--- config.mk ---
export PLATFORM = sky130hd
export DESIGN_NAME = rtcw_calendar
export DESIGN_NICKNAME = d
export VERILOG_FILES = /design/src/logic/rtcw_pkg.sv /design/src/logic/rtcw_bcd_field.sv /design/src/logic/rtcw_calendar.sv
export SDC_FILE = /design/constraint.sdc
export NUM_CORES = 1
export LEC_CHECK = 0
export BUFFER_PORTS_ARGS = -buffer_cell sky130_fd_sc_hd__buf_2
export CAP_MARGIN = 20
export CORE_UTILIZATION = 45
export DETAILED_ROUTE_END_ITERATION = 12
export GPL_ROUTABILITY_DRIVEN = 0
export PLACE_DENSITY = 0.74
export SLEW_MARGIN = 20
export SYNTH_ARGS = -nofsm -noshare
export SYNTH_HDL_FRONTEND = slang
export SYNTH_SLANG_ARGS = --single-unit
--- constraint.sdc ---
create_clock -name ref_clk -period 4.25 [get_ports ref_clk]
set_input_delay 0.85 -clock ref_clk [delete_from_list [all_inputs] [get_ports ref_clk]]
set_output_delay 0.85 -clock ref_clk [all_outputs]
set_load 0.01 [all_outputs]
--- src/logic/rtcw_pkg.sv ---
// Contract
// - Without core power, time keeps counting and all but control state is kept.
// - Alarm, periodic event or external wake input can bring the device out of idle.
// - Alarm or periodic event can be driven out onto the wake pin.
// - Calendar spans one hundred years and ends at year 2099.
// - Separate second to year fields, weekday, February 29 inserted in leap years.
// - Time, calendar and alarm fields are kept and shown in BCD.
// - Alarm matches on second, minute, hour, day or weekday, or full time of day.
// - Periodic event every millisecond, second, minute, hour or day.
// - All interrupt causes merge into one processor interrupt line.
// - Count rate comes from the 32.768 kHz crystal with a calibration trim.
// - Each processor write is carried into the slow crystal timing first.
// - A written value shows only after two further crystal clock cycles.
// - With the oscillator off no register write is accepted.
// - Own power-on reset clears the block only when its supply first comes up.
// - Device reset pin and core powergood never reset these flip-flops.
// - Regulator or bandgap power-down bit shuts the core regulator off.
// - On powergood rise the system is reset, isolation ends, writes are enabled.
package rtcw_pkg;

   // Time field slots and their BCD ranges
   localparam int NUM_TM = 6;
   localparam int F_SEC = 0;
   localparam int F_MIN = 1;
   localparam int F_HOUR = 2;
   localparam int F_DATE = 3;
   localparam int F_MONTH = 4;
   localparam int F_YEAR = 5;
   localparam logic [5:0][7:0] TM_LO = {8'h00, 8'h01, 8'h01, 8'h00, 8'h00, 8'h00};
   localparam logic [5:0][7:0] TM_HI = {8'h99, 8'h12, 8'h31, 8'h23, 8'h59, 8'h59};
   localparam logic [5:0][7:0] TM_RST = {8'h00, 8'h01, 8'h01, 8'h00, 8'h00, 8'h00};
   localparam logic [7:0] WDAY_FIRST = 8'h01;
   localparam logic [7:0] WDAY_LAST = 8'h07;
   localparam logic [7:0] WDAY_RST = 8'h01;

   // Month lengths
   localparam logic [7:0] MON_FEB = 8'h02;
   localparam logic [7:0] MON_APR = 8'h04;
   localparam logic [7:0] MON_JUN = 8'h06;
   localparam logic [7:0] MON_SEP = 8'h09;
   localparam logic [7:0] MON_NOV = 8'h11;
   localparam logic [7:0] DAYS_28 = 8'h28;
   localparam logic [7:0] DAYS_29 = 8'h29;
   localparam logic [7:0] DAYS_30 = 8'h30;
   localparam logic [7:0] DAYS_31 = 8'h31;

   // Alarm slots, also the bit positions of the alarm match mask
   localparam int NUM_ALM = 5;
   localparam int A_SEC = 0;
   localparam int A_MIN = 1;
   localparam int A_HOUR = 2;
   localparam int A_DATE = 3;
   localparam int A_WDAY = 4;

   // Prescaler: crystal ticks per second and per-tick millisecond step
   localparam logic [16:0] XTAL_PERIOD = 17'h0_8000;
   localparam logic [16:0] MS_STEP = 17'h0_03E8;
   localparam logic [9:0] MS_LAST = 10'h3E7;

   // Periodic event selections
   localparam logic [2:0] PER_OFF = 3'h0;
   localparam logic [2:0] PER_MS = 3'h1;
   localparam logic [2:0] PER_SEC = 3'h2;
   localparam logic [2:0] PER_MIN = 3'h3;
   localparam logic [2:0] PER_HOUR = 3'h4;
   localparam logic [2:0] PER_DAY = 3'h5;

   // Event flag bits
   localparam int FLG_ALARM = 0;
   localparam int FLG_PERIOD = 1;
   localparam int FLG_EXT = 2;

   // Power management register bits
   localparam int PWR_CORE_REGULATOR_POWERDOWN_BIT = 0;
   localparam int PWR_BANDGAP_POWERDOWN_BIT = 1;
   localparam int PWR_WAKE_DRV = 2;
   localparam int PWR_OSC_EN = 3;
   localparam logic [3:0] PWR_RST = 4'h8;

   // Write port targets
   typedef enum logic [4:0] {
      WS_SEC, WS_MIN, WS_HOUR, WS_DATE, WS_MONTH, WS_YEAR, WS_WDAY,
      WS_ASEC, WS_AMIN, WS_AHOUR, WS_ADATE, WS_AWDAY, WS_AMASK,
      WS_PERIOD, WS_CAL, WS_IRQ_EN, WS_FLAG_CLR, WS_PWR, WS_SCR0, WS_SCR1
   } rtcw_wsel_t;

   // Write carry-over sequence
   typedef enum logic [1:0] {SY_IDLE, SY_WAIT_A, SY_WAIT_B} rtcw_sync_t;

   typedef struct packed {
      logic [5:0][7:0] tm;
      logic [7:0] wday;
      logic [4:0][7:0] alm;
      logic [4:0] alm_mask;
      logic [2:0] per_sel;
      logic [7:0] cal;
      logic [2:0] irq_en;
      logic [3:0] pwr;
      logic [1:0][7:0] scratch;
      logic [2:0] flags;
      logic [16:0] acc;
      logic [9:0] ms_cnt;
      rtcw_sync_t sync;
      rtcw_wsel_t p_sel;
      logic [7:0] p_data;
      logic pg;
      logic core_rst;
      logic irq;
      logic wake_oe;
   } rtcw_st_t;

   localparam rtcw_st_t ST_RST = '{
      tm: TM_RST, wday: WDAY_RST, alm: '0, alm_mask: '0, per_sel: PER_OFF,
      cal: '0, irq_en: '0, pwr: PWR_RST, scratch: '0, flags: '0, acc: '0,
      ms_cnt: '0, sync: SY_IDLE, p_sel: WS_SEC, p_data: '0, pg: 1'b0,
      core_rst: 1'b0, irq: 1'b0, wake_oe: 1'b0};

endpackage

--- src/logic/rtcw_bcd_field.sv ---
module rtcw_bcd_field (
   // Present value and its range
   input wire logic [7:0] cur,
   input wire logic [7:0] lo,
   input wire logic [7:0] hi,
   // Advance request
   input wire logic inc,
   // Next value and end-of-range flag
   output logic [7:0] nxt,
   output logic at_hi
);

   // Values at or above the top, left by a write, wrap to the bottom at the next step
   always_comb begin
      at_hi = (cur >= hi);
      nxt = cur;
      if (inc) begin
         if (at_hi) begin
            nxt = lo;
         end else if (cur[3:0] == 4'h9) begin
            nxt = {cur[7:4] + 4'h1, 4'h0};
         end else begin
            nxt = {cur[7:4], cur[3:0] + 4'h1};
         end
      end
   end

endmodule

--- src/logic/rtcw_calendar.sv ---
module rtcw_calendar (
   // Clock and own power-on reset
   input wire logic ref_clk,
   input wire logic sys_rst,
   // Crystal oscillator tick, one cycle per crystal period
   input wire logic rtc_xtal_tick,
   // Core power domain
   input wire logic core_pwr_good,
   output logic core_rst_pulse,
   output logic rtc_isolate,
   output logic core_regulator_off,
   // Processor write port
   input wire logic cpu_wr_valid,
   input wire logic [4:0] cpu_wr_sel,
   input wire logic [7:0] cpu_wr_data,
   output logic cpu_wr_ready,
   // Wake pin
   input wire logic wake_request_pin_i,
   output logic wake_request_pin_o,
   output logic wake_request_pin_oe,
   // Interrupt and idle wake
   output logic rtc_irq,
   output logic idle_wake,
   // Time readback, BCD
   output logic [7:0] time_sec,
   output logic [7:0] time_min,
   output logic [7:0] time_hour,
   output logic [7:0] time_date,
   output logic [7:0] time_month,
   output logic [7:0] time_year,
   output logic [7:0] time_wday,
   // Alarm and setup readback
   output logic [7:0] alarm_sec,
   output logic [7:0] alarm_min,
   output logic [7:0] alarm_hour,
   output logic [7:0] alarm_date,
   output logic [7:0] alarm_wday,
   output logic [4:0] alarm_mask,
   output logic [2:0] periodic_sel,
   output logic [7:0] cal_trim,
   output logic [2:0] irq_enable,
   output logic [3:0] rtc_power_management_reg,
   output logic [7:0] scratch0,
   output logic [7:0] scratch1,
   output logic [2:0] event_flags
);

   rtcw_pkg::rtcw_st_t s_q;
   rtcw_pkg::rtcw_st_t s_d;
   logic osc_on;
   logic tick;
   logic [16:0] period;
   logic [16:0] acc_sum;
   logic ms_tick;
   logic sec_tick;
   logic [5:0] carry;
   logic [5:0] at_hi;
   logic [5:0][7:0] fld_hi;
   logic [5:0][7:0] fld_nxt;
   logic [7:0] wday_nxt;
   logic [7:0] days_in_month;
   logic leap;
   logic [4:0][7:0] alm_cmp;
   logic [4:0] alm_hit;
   logic alarm_set;
   logic per_set;
   logic ext_set;
   logic apply;
   logic [2:0] flag_clr;
   logic wake_cause;

   // Prescaler: a stopped oscillator freezes the count and all write traffic
   assign osc_on = s_q.pwr[rtcw_pkg::PWR_OSC_EN];
   assign tick = rtc_xtal_tick & osc_on;
   // Signed trim stretches or shortens the second in crystal ticks
   assign period = rtcw_pkg::XTAL_PERIOD + {{9{s_q.cal[7]}}, s_q.cal};
   assign acc_sum = s_q.acc + rtcw_pkg::MS_STEP;
   // Fractional accumulator gives exactly 1000 ms events per trimmed second
   assign ms_tick = tick & (acc_sum >= period);
   assign sec_tick = ms_tick & (s_q.ms_cnt == rtcw_pkg::MS_LAST);

   // Leap years: 2000..2099 only, so every year divisible by four
   always_comb begin
      leap = 1'b0;
      if (!s_q.tm[rtcw_pkg::F_YEAR][4]) begin
         leap = (s_q.tm[rtcw_pkg::F_YEAR][3:0] == 4'h0) ||
                (s_q.tm[rtcw_pkg::F_YEAR][3:0] == 4'h4) ||
                (s_q.tm[rtcw_pkg::F_YEAR][3:0] == 4'h8);
      end else begin
         leap = (s_q.tm[rtcw_pkg::F_YEAR][3:0] == 4'h2) ||
                (s_q.tm[rtcw_pkg::F_YEAR][3:0] == 4'h6);
      end
   end

   // Length of the present month, in BCD
   always_comb begin
      days_in_month = rtcw_pkg::DAYS_31;
      case (s_q.tm[rtcw_pkg::F_MONTH])
         rtcw_pkg::MON_FEB: begin
            days_in_month = leap ? rtcw_pkg::DAYS_29 : rtcw_pkg::DAYS_28;
         end
         rtcw_pkg::MON_APR, rtcw_pkg::MON_JUN, rtcw_pkg::MON_SEP, rtcw_pkg::MON_NOV: begin
            days_in_month = rtcw_pkg::DAYS_30;
         end
         default: begin
            days_in_month = rtcw_pkg::DAYS_31;
         end
      endcase
   end

   assign carry[0] = sec_tick;

   // Ripple of BCD fields; year wraps 99 to 00 with no further carry
   for (genvar i = 0; i < rtcw_pkg::NUM_TM; i++) begin : g_fld
      // Date range follows the month; hours stop at 23
      assign fld_hi[i] = (i == rtcw_pkg::F_DATE) ? days_in_month : rtcw_pkg::TM_HI[i];
      rtcw_bcd_field u_fld (
         .cur(s_q.tm[i]),
         .lo(rtcw_pkg::TM_LO[i]),
         .hi(fld_hi[i]),
         .inc(carry[i]),
         .nxt(fld_nxt[i]),
         .at_hi(at_hi[i])
      );
      if (i < rtcw_pkg::NUM_TM - 1) begin : g_c
         assign carry[i + 1] = carry[i] & at_hi[i];
      end
   end

   // Weekday steps with each new day, 1 to 7
   always_comb begin
      wday_nxt = s_q.wday;
      if (carry[rtcw_pkg::F_DATE]) begin
         if (s_q.wday >= rtcw_pkg::WDAY_LAST) begin
            wday_nxt = rtcw_pkg::WDAY_FIRST;
         end else begin
            wday_nxt = s_q.wday + 8'h01;
         end
      end
   end

   // Alarm compares against the time that the second tick produces
   assign alm_cmp = {wday_nxt, fld_nxt[rtcw_pkg::F_DATE], fld_nxt[rtcw_pkg::F_HOUR],
                     fld_nxt[rtcw_pkg::F_MIN], fld_nxt[rtcw_pkg::F_SEC]};
   for (genvar a = 0; a < rtcw_pkg::NUM_ALM; a++) begin : g_alm
      assign alm_hit[a] = ~s_q.alm_mask[a] | (s_q.alm[a] == alm_cmp[a]);
   end
   // An all-clear mask means the alarm is off, never an every-second match
   assign alarm_set = sec_tick & (|s_q.alm_mask) & (&alm_hit);

   // Periodic source selection
   always_comb begin
      case (s_q.per_sel)
         rtcw_pkg::PER_MS: per_set = ms_tick;
         rtcw_pkg::PER_SEC: per_set = sec_tick;
         rtcw_pkg::PER_MIN: per_set = carry[rtcw_pkg::F_MIN];
         rtcw_pkg::PER_HOUR: per_set = carry[rtcw_pkg::F_HOUR];
         rtcw_pkg::PER_DAY: per_set = carry[rtcw_pkg::F_DATE];
         default: per_set = 1'b0;
      endcase
   end

   // Wake input is sampled once per crystal period; our own drive is not seen
   assign ext_set = tick & wake_request_pin_i & ~s_q.wake_oe;

   // A pending write lands on the second crystal tick after it was taken
   assign apply = tick & (s_q.sync == rtcw_pkg::SY_WAIT_B) & core_pwr_good;
   assign flag_clr = (apply && s_q.p_sel == rtcw_pkg::WS_FLAG_CLR) ? s_q.p_data[2:0] : 3'h0;

   // Writes need core power up, oscillator running and no write in flight.
   // One write at a time keeps the slow carry-over safe at any core clock ratio.
   assign cpu_wr_ready = (s_q.sync == rtcw_pkg::SY_IDLE) & s_q.pg & osc_on;

   // Causes that restore core power from RTC-only operation
   assign wake_cause = ext_set |
                       (s_q.pwr[rtcw_pkg::PWR_WAKE_DRV] & (alarm_set | per_set));

   always_comb begin
      s_d = s_q;
      // Powergood edge: system reset pulse, isolation follows the flop
      s_d.pg = core_pwr_good;
      s_d.core_rst = core_pwr_good & ~s_q.pg;

      // Prescaler and time counting, running whatever the core does
      if (tick) begin
         s_d.acc = ms_tick ? (acc_sum - period) : acc_sum;
      end
      if (ms_tick) begin
         s_d.ms_cnt = sec_tick ? 10'h000 : s_q.ms_cnt + 10'h001;
      end
      s_d.tm = fld_nxt;
      s_d.wday = wday_nxt;

      // Write carry-over sequence
      case (s_q.sync)
         rtcw_pkg::SY_IDLE: begin
            if (cpu_wr_valid && cpu_wr_ready) begin
               s_d.p_sel = rtcw_pkg::rtcw_wsel_t'(cpu_wr_sel);
               s_d.p_data = cpu_wr_data;
               s_d.sync = rtcw_pkg::SY_WAIT_A;
            end
         end
         rtcw_pkg::SY_WAIT_A: begin
            if (tick) begin
               s_d.sync = rtcw_pkg::SY_WAIT_B;
            end
         end
         rtcw_pkg::SY_WAIT_B: begin
            if (tick) begin
               s_d.sync = rtcw_pkg::SY_IDLE;
            end
         end
         default: begin
            s_d.sync = rtcw_pkg::SY_IDLE;
         end
      endcase

      // Landing a write; it overrides a count step in the same cycle
      if (apply) begin
         case (s_q.p_sel)
            rtcw_pkg::WS_SEC: begin
               // Setting seconds restarts the running second
               s_d.tm[rtcw_pkg::F_SEC] = s_q.p_data;
               s_d.acc = '0;
               s_d.ms_cnt = '0;
            end
            rtcw_pkg::WS_MIN: s_d.tm[rtcw_pkg::F_MIN] = s_q.p_data;
            rtcw_pkg::WS_HOUR: s_d.tm[rtcw_pkg::F_HOUR] = s_q.p_data;
            rtcw_pkg::WS_DATE: s_d.tm[rtcw_pkg::F_DATE] = s_q.p_data;
            rtcw_pkg::WS_MONTH: s_d.tm[rtcw_pkg::F_MONTH] = s_q.p_data;
            rtcw_pkg::WS_YEAR: s_d.tm[rtcw_pkg::F_YEAR] = s_q.p_data;
            rtcw_pkg::WS_WDAY: s_d.wday = s_q.p_data;
            rtcw_pkg::WS_ASEC: s_d.alm[rtcw_pkg::A_SEC] = s_q.p_data;
            rtcw_pkg::WS_AMIN: s_d.alm[rtcw_pkg::A_MIN] = s_q.p_data;
            rtcw_pkg::WS_AHOUR: s_d.alm[rtcw_pkg::A_HOUR] = s_q.p_data;
            rtcw_pkg::WS_ADATE: s_d.alm[rtcw_pkg::A_DATE] = s_q.p_data;
            rtcw_pkg::WS_AWDAY: s_d.alm[rtcw_pkg::A_WDAY] = s_q.p_data;
            rtcw_pkg::WS_AMASK: s_d.alm_mask = s_q.p_data[4:0];
            rtcw_pkg::WS_PERIOD: s_d.per_sel = s_q.p_data[2:0];
            rtcw_pkg::WS_CAL: s_d.cal = s_q.p_data;
            rtcw_pkg::WS_IRQ_EN: s_d.irq_en = s_q.p_data[2:0];
            rtcw_pkg::WS_PWR: s_d.pwr = s_q.p_data[3:0];
            rtcw_pkg::WS_SCR0: s_d.scratch[0] = s_q.p_data;
            rtcw_pkg::WS_SCR1: s_d.scratch[1] = s_q.p_data;
            default: begin
               s_d.p_data = s_q.p_data;
            end
         endcase
      end

      // Sticky event flags; a new event beats a clear in the same cycle
      s_d.flags = (s_q.flags & ~flag_clr) | {ext_set, per_set, alarm_set};

      // While the core is down, power-down bits drop on a wake cause
      if (!core_pwr_good && wake_cause) begin
         s_d.pwr[rtcw_pkg::PWR_CORE_REGULATOR_POWERDOWN_BIT] = 1'b0;
         s_d.pwr[rtcw_pkg::PWR_BANDGAP_POWERDOWN_BIT] = 1'b0;
      end

      // Control state is not kept without core power; in-flight write is lost
      if (!core_pwr_good) begin
         s_d.irq_en = '0;
         s_d.sync = rtcw_pkg::SY_IDLE;
      end

      // One merged interrupt line, and the wake pin drive
      s_d.irq = |(s_d.flags & s_d.irq_en);
      s_d.wake_oe = s_d.pwr[rtcw_pkg::PWR_WAKE_DRV] &
                    (s_d.flags[rtcw_pkg::FLG_ALARM] | s_d.flags[rtcw_pkg::FLG_PERIOD]);
   end

   // Only the block's own supply reset is wired here, never a device reset
   always_ff @(posedge ref_clk) begin
      if (sys_rst) begin
         s_q <= rtcw_pkg::ST_RST;
      end else begin
         s_q <= s_d;
      end
   end

   // Core domain outputs
   assign core_rst_pulse = s_q.core_rst;
   assign rtc_isolate = ~s_q.pg;
   assign core_regulator_off = s_q.pwr[rtcw_pkg::PWR_CORE_REGULATOR_POWERDOWN_BIT] |
                               s_q.pwr[rtcw_pkg::PWR_BANDGAP_POWERDOWN_BIT];

   // Wake pin drives high only while enabled
   assign wake_request_pin_o = 1'b1;
   assign wake_request_pin_oe = s_q.wake_oe;

   // Interrupt and idle wake
   assign rtc_irq = s_q.irq;
   assign idle_wake = |s_q.flags;

   // Readback
   assign time_sec = s_q.tm[rtcw_pkg::F_SEC];
   assign time_min = s_q.tm[rtcw_pkg::F_MIN];
   assign time_hour = s_q.tm[rtcw_pkg::F_HOUR];
   assign time_date = s_q.tm[rtcw_pkg::F_DATE];
   assign time_month = s_q.tm[rtcw_pkg::F_MONTH];
   assign time_year = s_q.tm[rtcw_pkg::F_YEAR];
   assign time_wday = s_q.wday;
   assign alarm_sec = s_q.alm[rtcw_pkg::A_SEC];
   assign alarm_min = s_q.alm[rtcw_pkg::A_MIN];
   assign alarm_hour = s_q.alm[rtcw_pkg::A_HOUR];
   assign alarm_date = s_q.alm[rtcw_pkg::A_DATE];
   assign alarm_wday = s_q.alm[rtcw_pkg::A_WDAY];
   assign alarm_mask = s_q.alm_mask;
   assign periodic_sel = s_q.per_sel;
   assign cal_trim = s_q.cal;
   assign irq_enable = s_q.irq_en;
   assign rtc_power_management_reg = s_q.pwr;
   assign scratch0 = s_q.scratch[0];
   assign scratch1 = s_q.scratch[1];
   assign event_flags = s_q.flags;

endmodule

# After elaboration in Yosys (flattened, before gate mapping)
# Cells that the tools add are included.
[word_totals]
reg_bits = 184
inputBits = 19
output_inout_bits = 146
word_cells = 237
[classes]
add_sub_neg = 17
n_lt_le_gt_ge = 8
n_eq_ne = 51
n_mux = 59
bitwise_logic = 40
n_reduce_logical = 31
[op_table]
columns = ["op", "n"]
rows = [
  ["$mux 8", 38],
  ["$mux 135", 1],
  ["$mux 27", 2],
  ["$add 4x1->4 const B", 12],
  ["$eq 5x4->1 const B", 8],
  ["$eq 8x8->1", 5],
  ["$mux 17", 2],
  ["$eq 4x4->1 const B", 7],
  ["$reduce_and 2->1", 12],
  ["$eq 5x3->1 const B", 4],
  ["$eq 5x5->1 const B", 4],
  ["$mux 10", 2],
  ["$and 1x1->1", 19],
  ["$reduce_or 19->1", 1],
  ["$add 16x17->17 const A", 1],
  ["$add 17x10->17 const B", 1],
  ["$ge 17x17->1", 1],
  ["$sub 17x17->17", 1],
  ["$eq 8x3->1 const B", 2],
  ["$ge 8x7->1 const B", 2],
  ["$mux 15", 1],
  ["$mux 3", 4],
  ["$add 10x1->10 const B", 1],
  ["$eq 10x10->1 const B", 1],
  ["44 further kinds", 74],
]

# Depth between registers and ports, before layout
[depth]
word_depth = 18
mapped_depth = 21
mapped_depth_nobuf = 19

# Hierarchy
# A second synthesis with hierarchy kept.
[unflattened]
cells_unflattened = 1595
area_unflattened_um2 = 13160.1
[by_module_without_submodules]
columns = ["mod", "n_inst", "cells_per_inst", "area_each_um2", "seq_area_each_um2"]
rows = [
  ["rtcw_calendar", 1, 1145, 9819.4, 3683.5],
  ["rtcw_bcd_field", 6, 75, 556.8, 0.0],
]

# Worst setup path before layout
# No wires, ideal clock.
[synth_path]
path_type = "register -> register"
start = "register s_q[32] (netlist name)"
end = "register s_q (netlist bit rtc_power_management_reg[1])"
setup_ns = 0.116
arrival_ns = 4.361
t_required_ns = 4.134
slack_ns = -0.227
stages_incl_launch_ff = 21
n_path_buf = 1
synth_period_minus_slack_ns = 4.477
path_cell_list = "dfxtp_1 -> ha_1 -> nor3_1 -> nand2b_1 -> or3_1 -> nand2_1 -> xnor2_1 -> ha_1 -> o21ai_0 -> a21oi_1 -> a221oi_1 -> and2_1 -> buf_2 -> a21oi_4 -> a31oi_1 -> nor2_1 -> xor2_1 -> or4_1 -> o21ai_1 -> o2111ai_2 -> a41o_1"
[synth_via]
elab_chain_cells = 17
word_cells_on_any_way = 31
cone_classes = "add/sub: 1; order compare: 1; eq/ne: 5; mux: 6; bitwise: 15; reduce/logical: 3"
[synth_rtl]
columns = ["item", "line_no", "rtl"]
rows = [
  ["start: declaration", "rtcw_calendar.sv:48", "rtcw_pkg::rtcw_st_t s_q;"],
  ["start signal: assignment", "rtcw_calendar.sv:275", "s_q <= rtcw_pkg::ST_RST;"],
  ["$add 17x10->17 (*)", "rtcw_calendar.sv:77", "assign acc_sum = s_q.acc + rtcw_pkg::MS_STEP;"],
  ["$ge 17x17->1 (*)", "rtcw_calendar.sv:79", "assign ms_tick = tick & (acc_sum >= period);"],
  ["$and 1x1->1 (*)", "rtcw_calendar.sv:79", ""],
  ["$and 1x1->1", "rtcw_calendar.sv:80", "assign sec_tick = ms_tick & (s_q.ms_cnt == rtcw_pkg::MS_LAST);"],
  ["$and 1x1->1 (3 in a row)", "rtcw_calendar.sv:126", "assign carry[i + 1] = carry[i] & at_hi[i];"],
  ["$mux 8, on equally long branches", "rtcw_bcd_field.sv:17, rtcw_calendar.sv:133", ""],
  ["$eq 8x8->1", "rtcw_calendar.sv:146", "assign alm_hit[a] = ~s_q.alm_mask[a] | (s_q.alm[a] == alm_cmp[a]);"],
  ["$or 1x1->1", "rtcw_calendar.sv:146", ""],
  ["$reduce_and 5->1", "rtcw_calendar.sv:149", "assign alarm_set = sec_tick & (|s_q.alm_mask) & (&alm_hit);"],
  ["$and 1x1->1", "rtcw_calendar.sv:149", ""],
  ["$or 1x1->1 (*)", "rtcw_calendar.sv:176", "(s_q.pwr[rtcw_pkg::PWR_WAKE_DRV] & (alarm_set | per_set));"],
  ["$and 1x1->1 (*)", "rtcw_calendar.sv:176", ""],
  ["$or 1x1->1 (*)", "rtcw_calendar.sv:175", "assign wake_cause = ext_set |"],
  ["$logic_and 1x1->1 (*)", "rtcw_calendar.sv:255", "if (!core_pwr_good && wake_cause) begin"],
  ["$reduce_or 2->1 (no line) (*)", "n/a", ""],
]
# Every way passes the cells marked *; elsewhere a longest branch is shown, timed or not.
# A chain may end at the register's enable or synchronous reset.

# Worst setup path after layout
[layout_path]
start = "register s_q[32] (netlist name)"
end = "register s_q (netlist bit event_flags[0])"
[layout_via]
elab_chain_cells = 13
word_cells_on_any_way = 26
cone_classes = "add/sub: 1; order compare: 1; eq/ne: 5; mux: 5; bitwise: 13; reduce/logical: 1"
[layout_rtl]
columns = ["item", "line_no", "rtl"]
rows = [
  ["$add 17x10->17 (*)", "rtcw_calendar.sv:77", ""],
  ["$ge 17x17->1 (*)", "rtcw_calendar.sv:79", ""],
  ["$and 1x1->1 (*)", "rtcw_calendar.sv:79", ""],
  ["$and 1x1->1 (*)", "rtcw_calendar.sv:80", ""],
  ["$and 1x1->1 (3 in a row)", "rtcw_calendar.sv:126", ""],
  ["$mux 8, on equally long branches", "rtcw_bcd_field.sv:17, rtcw_calendar.sv:133", ""],
  ["$eq 8x8->1", "rtcw_calendar.sv:146", ""],
  ["$or 1x1->1", "rtcw_calendar.sv:146", ""],
  ["$reduce_and 5->1", "rtcw_calendar.sv:149", ""],
  ["$and 1x1->1 (*)", "rtcw_calendar.sv:149", ""],
  ["$or 3x3->3 (*)", "rtcw_calendar.sv:252", "s_d.flags = (s_q.flags & ~flag_clr) | {ext_set, per_set, alarm_set};"],
]
# Marked as above.

==> results.toml <==
[drt]
viasPerCell = 5.84
first_iter_violations = 1257
wl_mm = 36.3
vias = 11300
ant_nets = 0
drc = 0
drt_pass1_iterations = 5
drt-wirelength-per-cell_um = 18.7

[synth]
synthArstFlopShare_pct = 0
yosys.area_share.adder_pct = 4.21
ys_ff_latch = 184
avgSynthCellArea_um2 = 7.99
synth.area.top_cells = "dfxtp_1 (31%), buf_4 (8.9%), mux2i_1 (8.0%)"
ys_seq_area_share_pct = 31.3
synth_compound_area_share_pct = 17.6
synth_fp_nets = 1530
muxShareOfSynthArea_pct = 8.41
synthesis.area_mm2 = 0.0118
synth_xor_area_share_pct = 4.84
synth_edf_count = 0
synth_top_family_by_area = "simple AND/OR/NAND/NOR gates"
synth_top_area_cell = "dfxtp_1"
synthFlopType = "dfxtp_1"
synth_cells = 1472
yosysWarnings = 0
synth-simple-area-share_pct = 20.8
yosys.area.top_type_share_pct = 31.3
yosysUniqueCellTypes = 92

[timing]
finalMaxSlewViolations = 0
worst_slew_pin_slew_ns = 1.09
setup_viol = 6
fin_ws_ns = -0.377
max_clock_freq_mhz = 216
max_slew_margin_pct = 27.4
rsz0062_at_grt = "true"
finalHoldViolCount = 0
final.min_clock_period_ns = 4.63
tns_ns = -1.85
whs_ns = 0.464
skew_ns = 0.0134
finalCritPeriodShare_pct = 109

[floorplan]
die_x_um = 164
rows = 58
die_h_um = 164
core_mm2 = 0.0254
die-area_mm2 = 0.0268
initial_core_util_pct = 46.3
io_pins = 165

[power_and_ir_drop]
switching_share_pct = 26.4
p_total_w = 0.00390
clkPwrFrac_pct = 41.7
p_comb_share_pct = 12.9
internal_power_w = 0.00287
p_seq_share_pct = 45.4
vdd_drop_max_uv = 229
p_leak_nw = 6.10
switchingPower_w = 0.00103
power_density_mw_per_mm2 = 284

[clock_tree]
cts_max_level = 4
numCtsBuffers = 17
cts_hold_buf = 0
cts.sinks = 184
clock_latency_ns = 0.44
clk_path_buf_depth = 2
cts_root_buffer = "clkbuf_16"
clk_pin_slew_worst_paths_ns = 0.08
cts_tree = "yes"

[job]
drv_cap = 0

[final_layout]
final_util_pct = 54.1
largest_register_ffs = 43
final_layout_size_suffix_gt1_share_pct = 25.8
diodes = 0
syn_to_final_growth_pct = 16.9
layout_common_cells = "nor2_1 (238), dfxtp_1 (182), buf_2 (162)"
fillers = 2308
largest-register = "s_q"
fin_area_mm2 = 0.0137
final_common_cell = "nor2_1"
fin_nets = 1660

[worst_setup_path]
max_stage_delay_ns = 0.45
crit_required_ns = 4.62
arrival_ns = 5.00
r2r-start = "s_q[32]"
r2r_end = "event_flags[0]"
crit_path_end_kind = "flop"
cpMaxStageDelayCell = "o41ai_4"
path_cells = "a2111o_1 -> or3_4 -> nand3_2 -> xnor2_2 -> ha_1 -> nand4_1 -> buf_4 -> nor2_2 -> a221oi_2 -> buf_4 -> nand2_8 -> o211ai_4 -> buf_4 -> or3_1 -> o21ai_2 -> xnor2_1 -> nand4_1 -> o41ai_4 -> o2111ai_4 -> buf_4 -> a21oi_2"
worstRegToRegCells = 21
crit_path_start_kind = "flop"
crit_fanout = 7
reg2reg_slack_ns = -0.38
crit_top_cell = "buf_4"
path_class = "flop to flop"

[global_routing]
overflow = 0
antenna_found_initial = 0
grt_pass1_wl_mm = 55.5
grt_pass1_vias = 10300
grt_max_degree = 60
track_usage_pct = 26.4

[placed_design]
dpl.hpwl_mm = 25.8
numPortBuffers = 163
dpl_cell_area_mm2 = 0.0127

[worst_hold_path]
hold_path_depth = 1
hold_path.class = "flop to flop"
min_to = "core_rst_pulse"
min_from = "s_q[3]"

[status]
status = "finished with violations"
violations = "setup timing"
## worst max-delay path: cells and delay by family (launching register included)
kind / cells / cell delay, ns
AO/OA/AOI/OAI: 7 / 1.50
AND/OR/NAND/NOR: 7 / 1.41
buffers and inverters: 4 / 0.74
flip-flops: 1 / 0.37
XOR/XNOR: 2 / 0.21
adder cells (fa/ha/maj): 1 / 0.32
## cell type report
class                   count  area [um2]  area share (%)
well taps                 330         413            3.00
multi-input cells        1032        6860            49.9
inverters                  47         176            1.28
flip-flops and latches    184        3690            26.8
repair buffers            320        2020            14.7
clock inverters            11         136           0.992
clock buffers              20         457            3.32
## through the flow
step	worst slack [ns]	std cells
2_1_floorplan	0.00546	1472
3_3_place_gp	-0.494	1894
3_5_place_dp	-0.786	1894
4_1_cts	-0.306	1935
5_1_grt	-0.547	1944
6_report	-0.377	1944
## repair_timing
action,CTS,global route
pin swaps,25,15
setup endpoints to repair,10,19
setup buffers,10,9
gates resized for setup,29,24
## power by group through the flow
stage / sequential (W) / clock (W) / combinational (W)
after floorplan: 0.00180 / 0 / 0.000307
after detailed placement: 0.00181 / 0 / 0.000466
after CTS: 0.00177 / 0.00163 / 0.000483
final: 0.00177 / 0.00163 / 0.000504
after global placement: 0.00181 / 0 / 0.000459
after global routing: 0.00177 / 0.00171 / 0.000549
## how the worst max path moves through the flow
stage / end / slack [ns] / start / depth (start not counted)
5_1_grt: wake_request_pin_oe / -0.55 / s_q[32] / 23
4_1_cts: rtc_irq / -0.31 / s_q[32] / 20
3_3_place_gp: rtc_power_management_reg[1] / -0.49 / s_q[32] / 21
6_report: event_flags[0] / -0.38 / s_q[32] / 21
2_1_floorplan: rtc_power_management_reg[1] / 0.005 / s_q[32] / 20
3_5_place_dp: wake_request_pin_oe / -0.79 / s_q[32] / 21
## kinds of logic after synthesis
group	after synthesis
simple gates	525
compound gates	304
buf+inv	256
flops	184
mux	98
xor+xnor	65
fa+ha+maj	39
other cells	1
## cells in the mapped netlist (4+ instances only)
library cell / number
a41o_1: 4
a311oi_1: 8
nand2b_1: 14
o21ai_2: 4
buf_1: 4
a21o_1: 7
nor2b_1: 9
nand2_1: 98
o21ai_1: 4
ha_1: 38
o21ai_0: 61
or3_1: 10
nor3_1: 49
dfxtp_1: 184
or4_1: 6
o211ai_1: 12
o31a_1: 5
buf_2: 6
nand4_1: 14
o21bai_1: 4
clkbuf_1: 57
xor2_1: 28
xnor2_1: 37
a22oi_1: 13
nand3_1: 27
a21oi_1: 74
a211oi_1: 32
o22ai_1: 10
nor2_1: 242
nand3b_1: 4
or2_2: 5
buf_4: 140
a31oi_1: 9
nor4_1: 14
and3_1: 8
inv_1: 47
o21a_1: 4
o31ai_1: 5
mux2i_1: 94
a211o_1: 7
## metal layers
layer / vias up / part of all wire [%] / track usage, %
li1: 5312 / - / -
met1: 5345 / 42 / 35.0
met2: 571 / 46 / 41.7
met3: 119 / 8.4 / 5.10
met4: 0 / 3.6 / 11.0
met5: - / 0 / 0
Note: power is estimated with default switching activity, not from simulation.
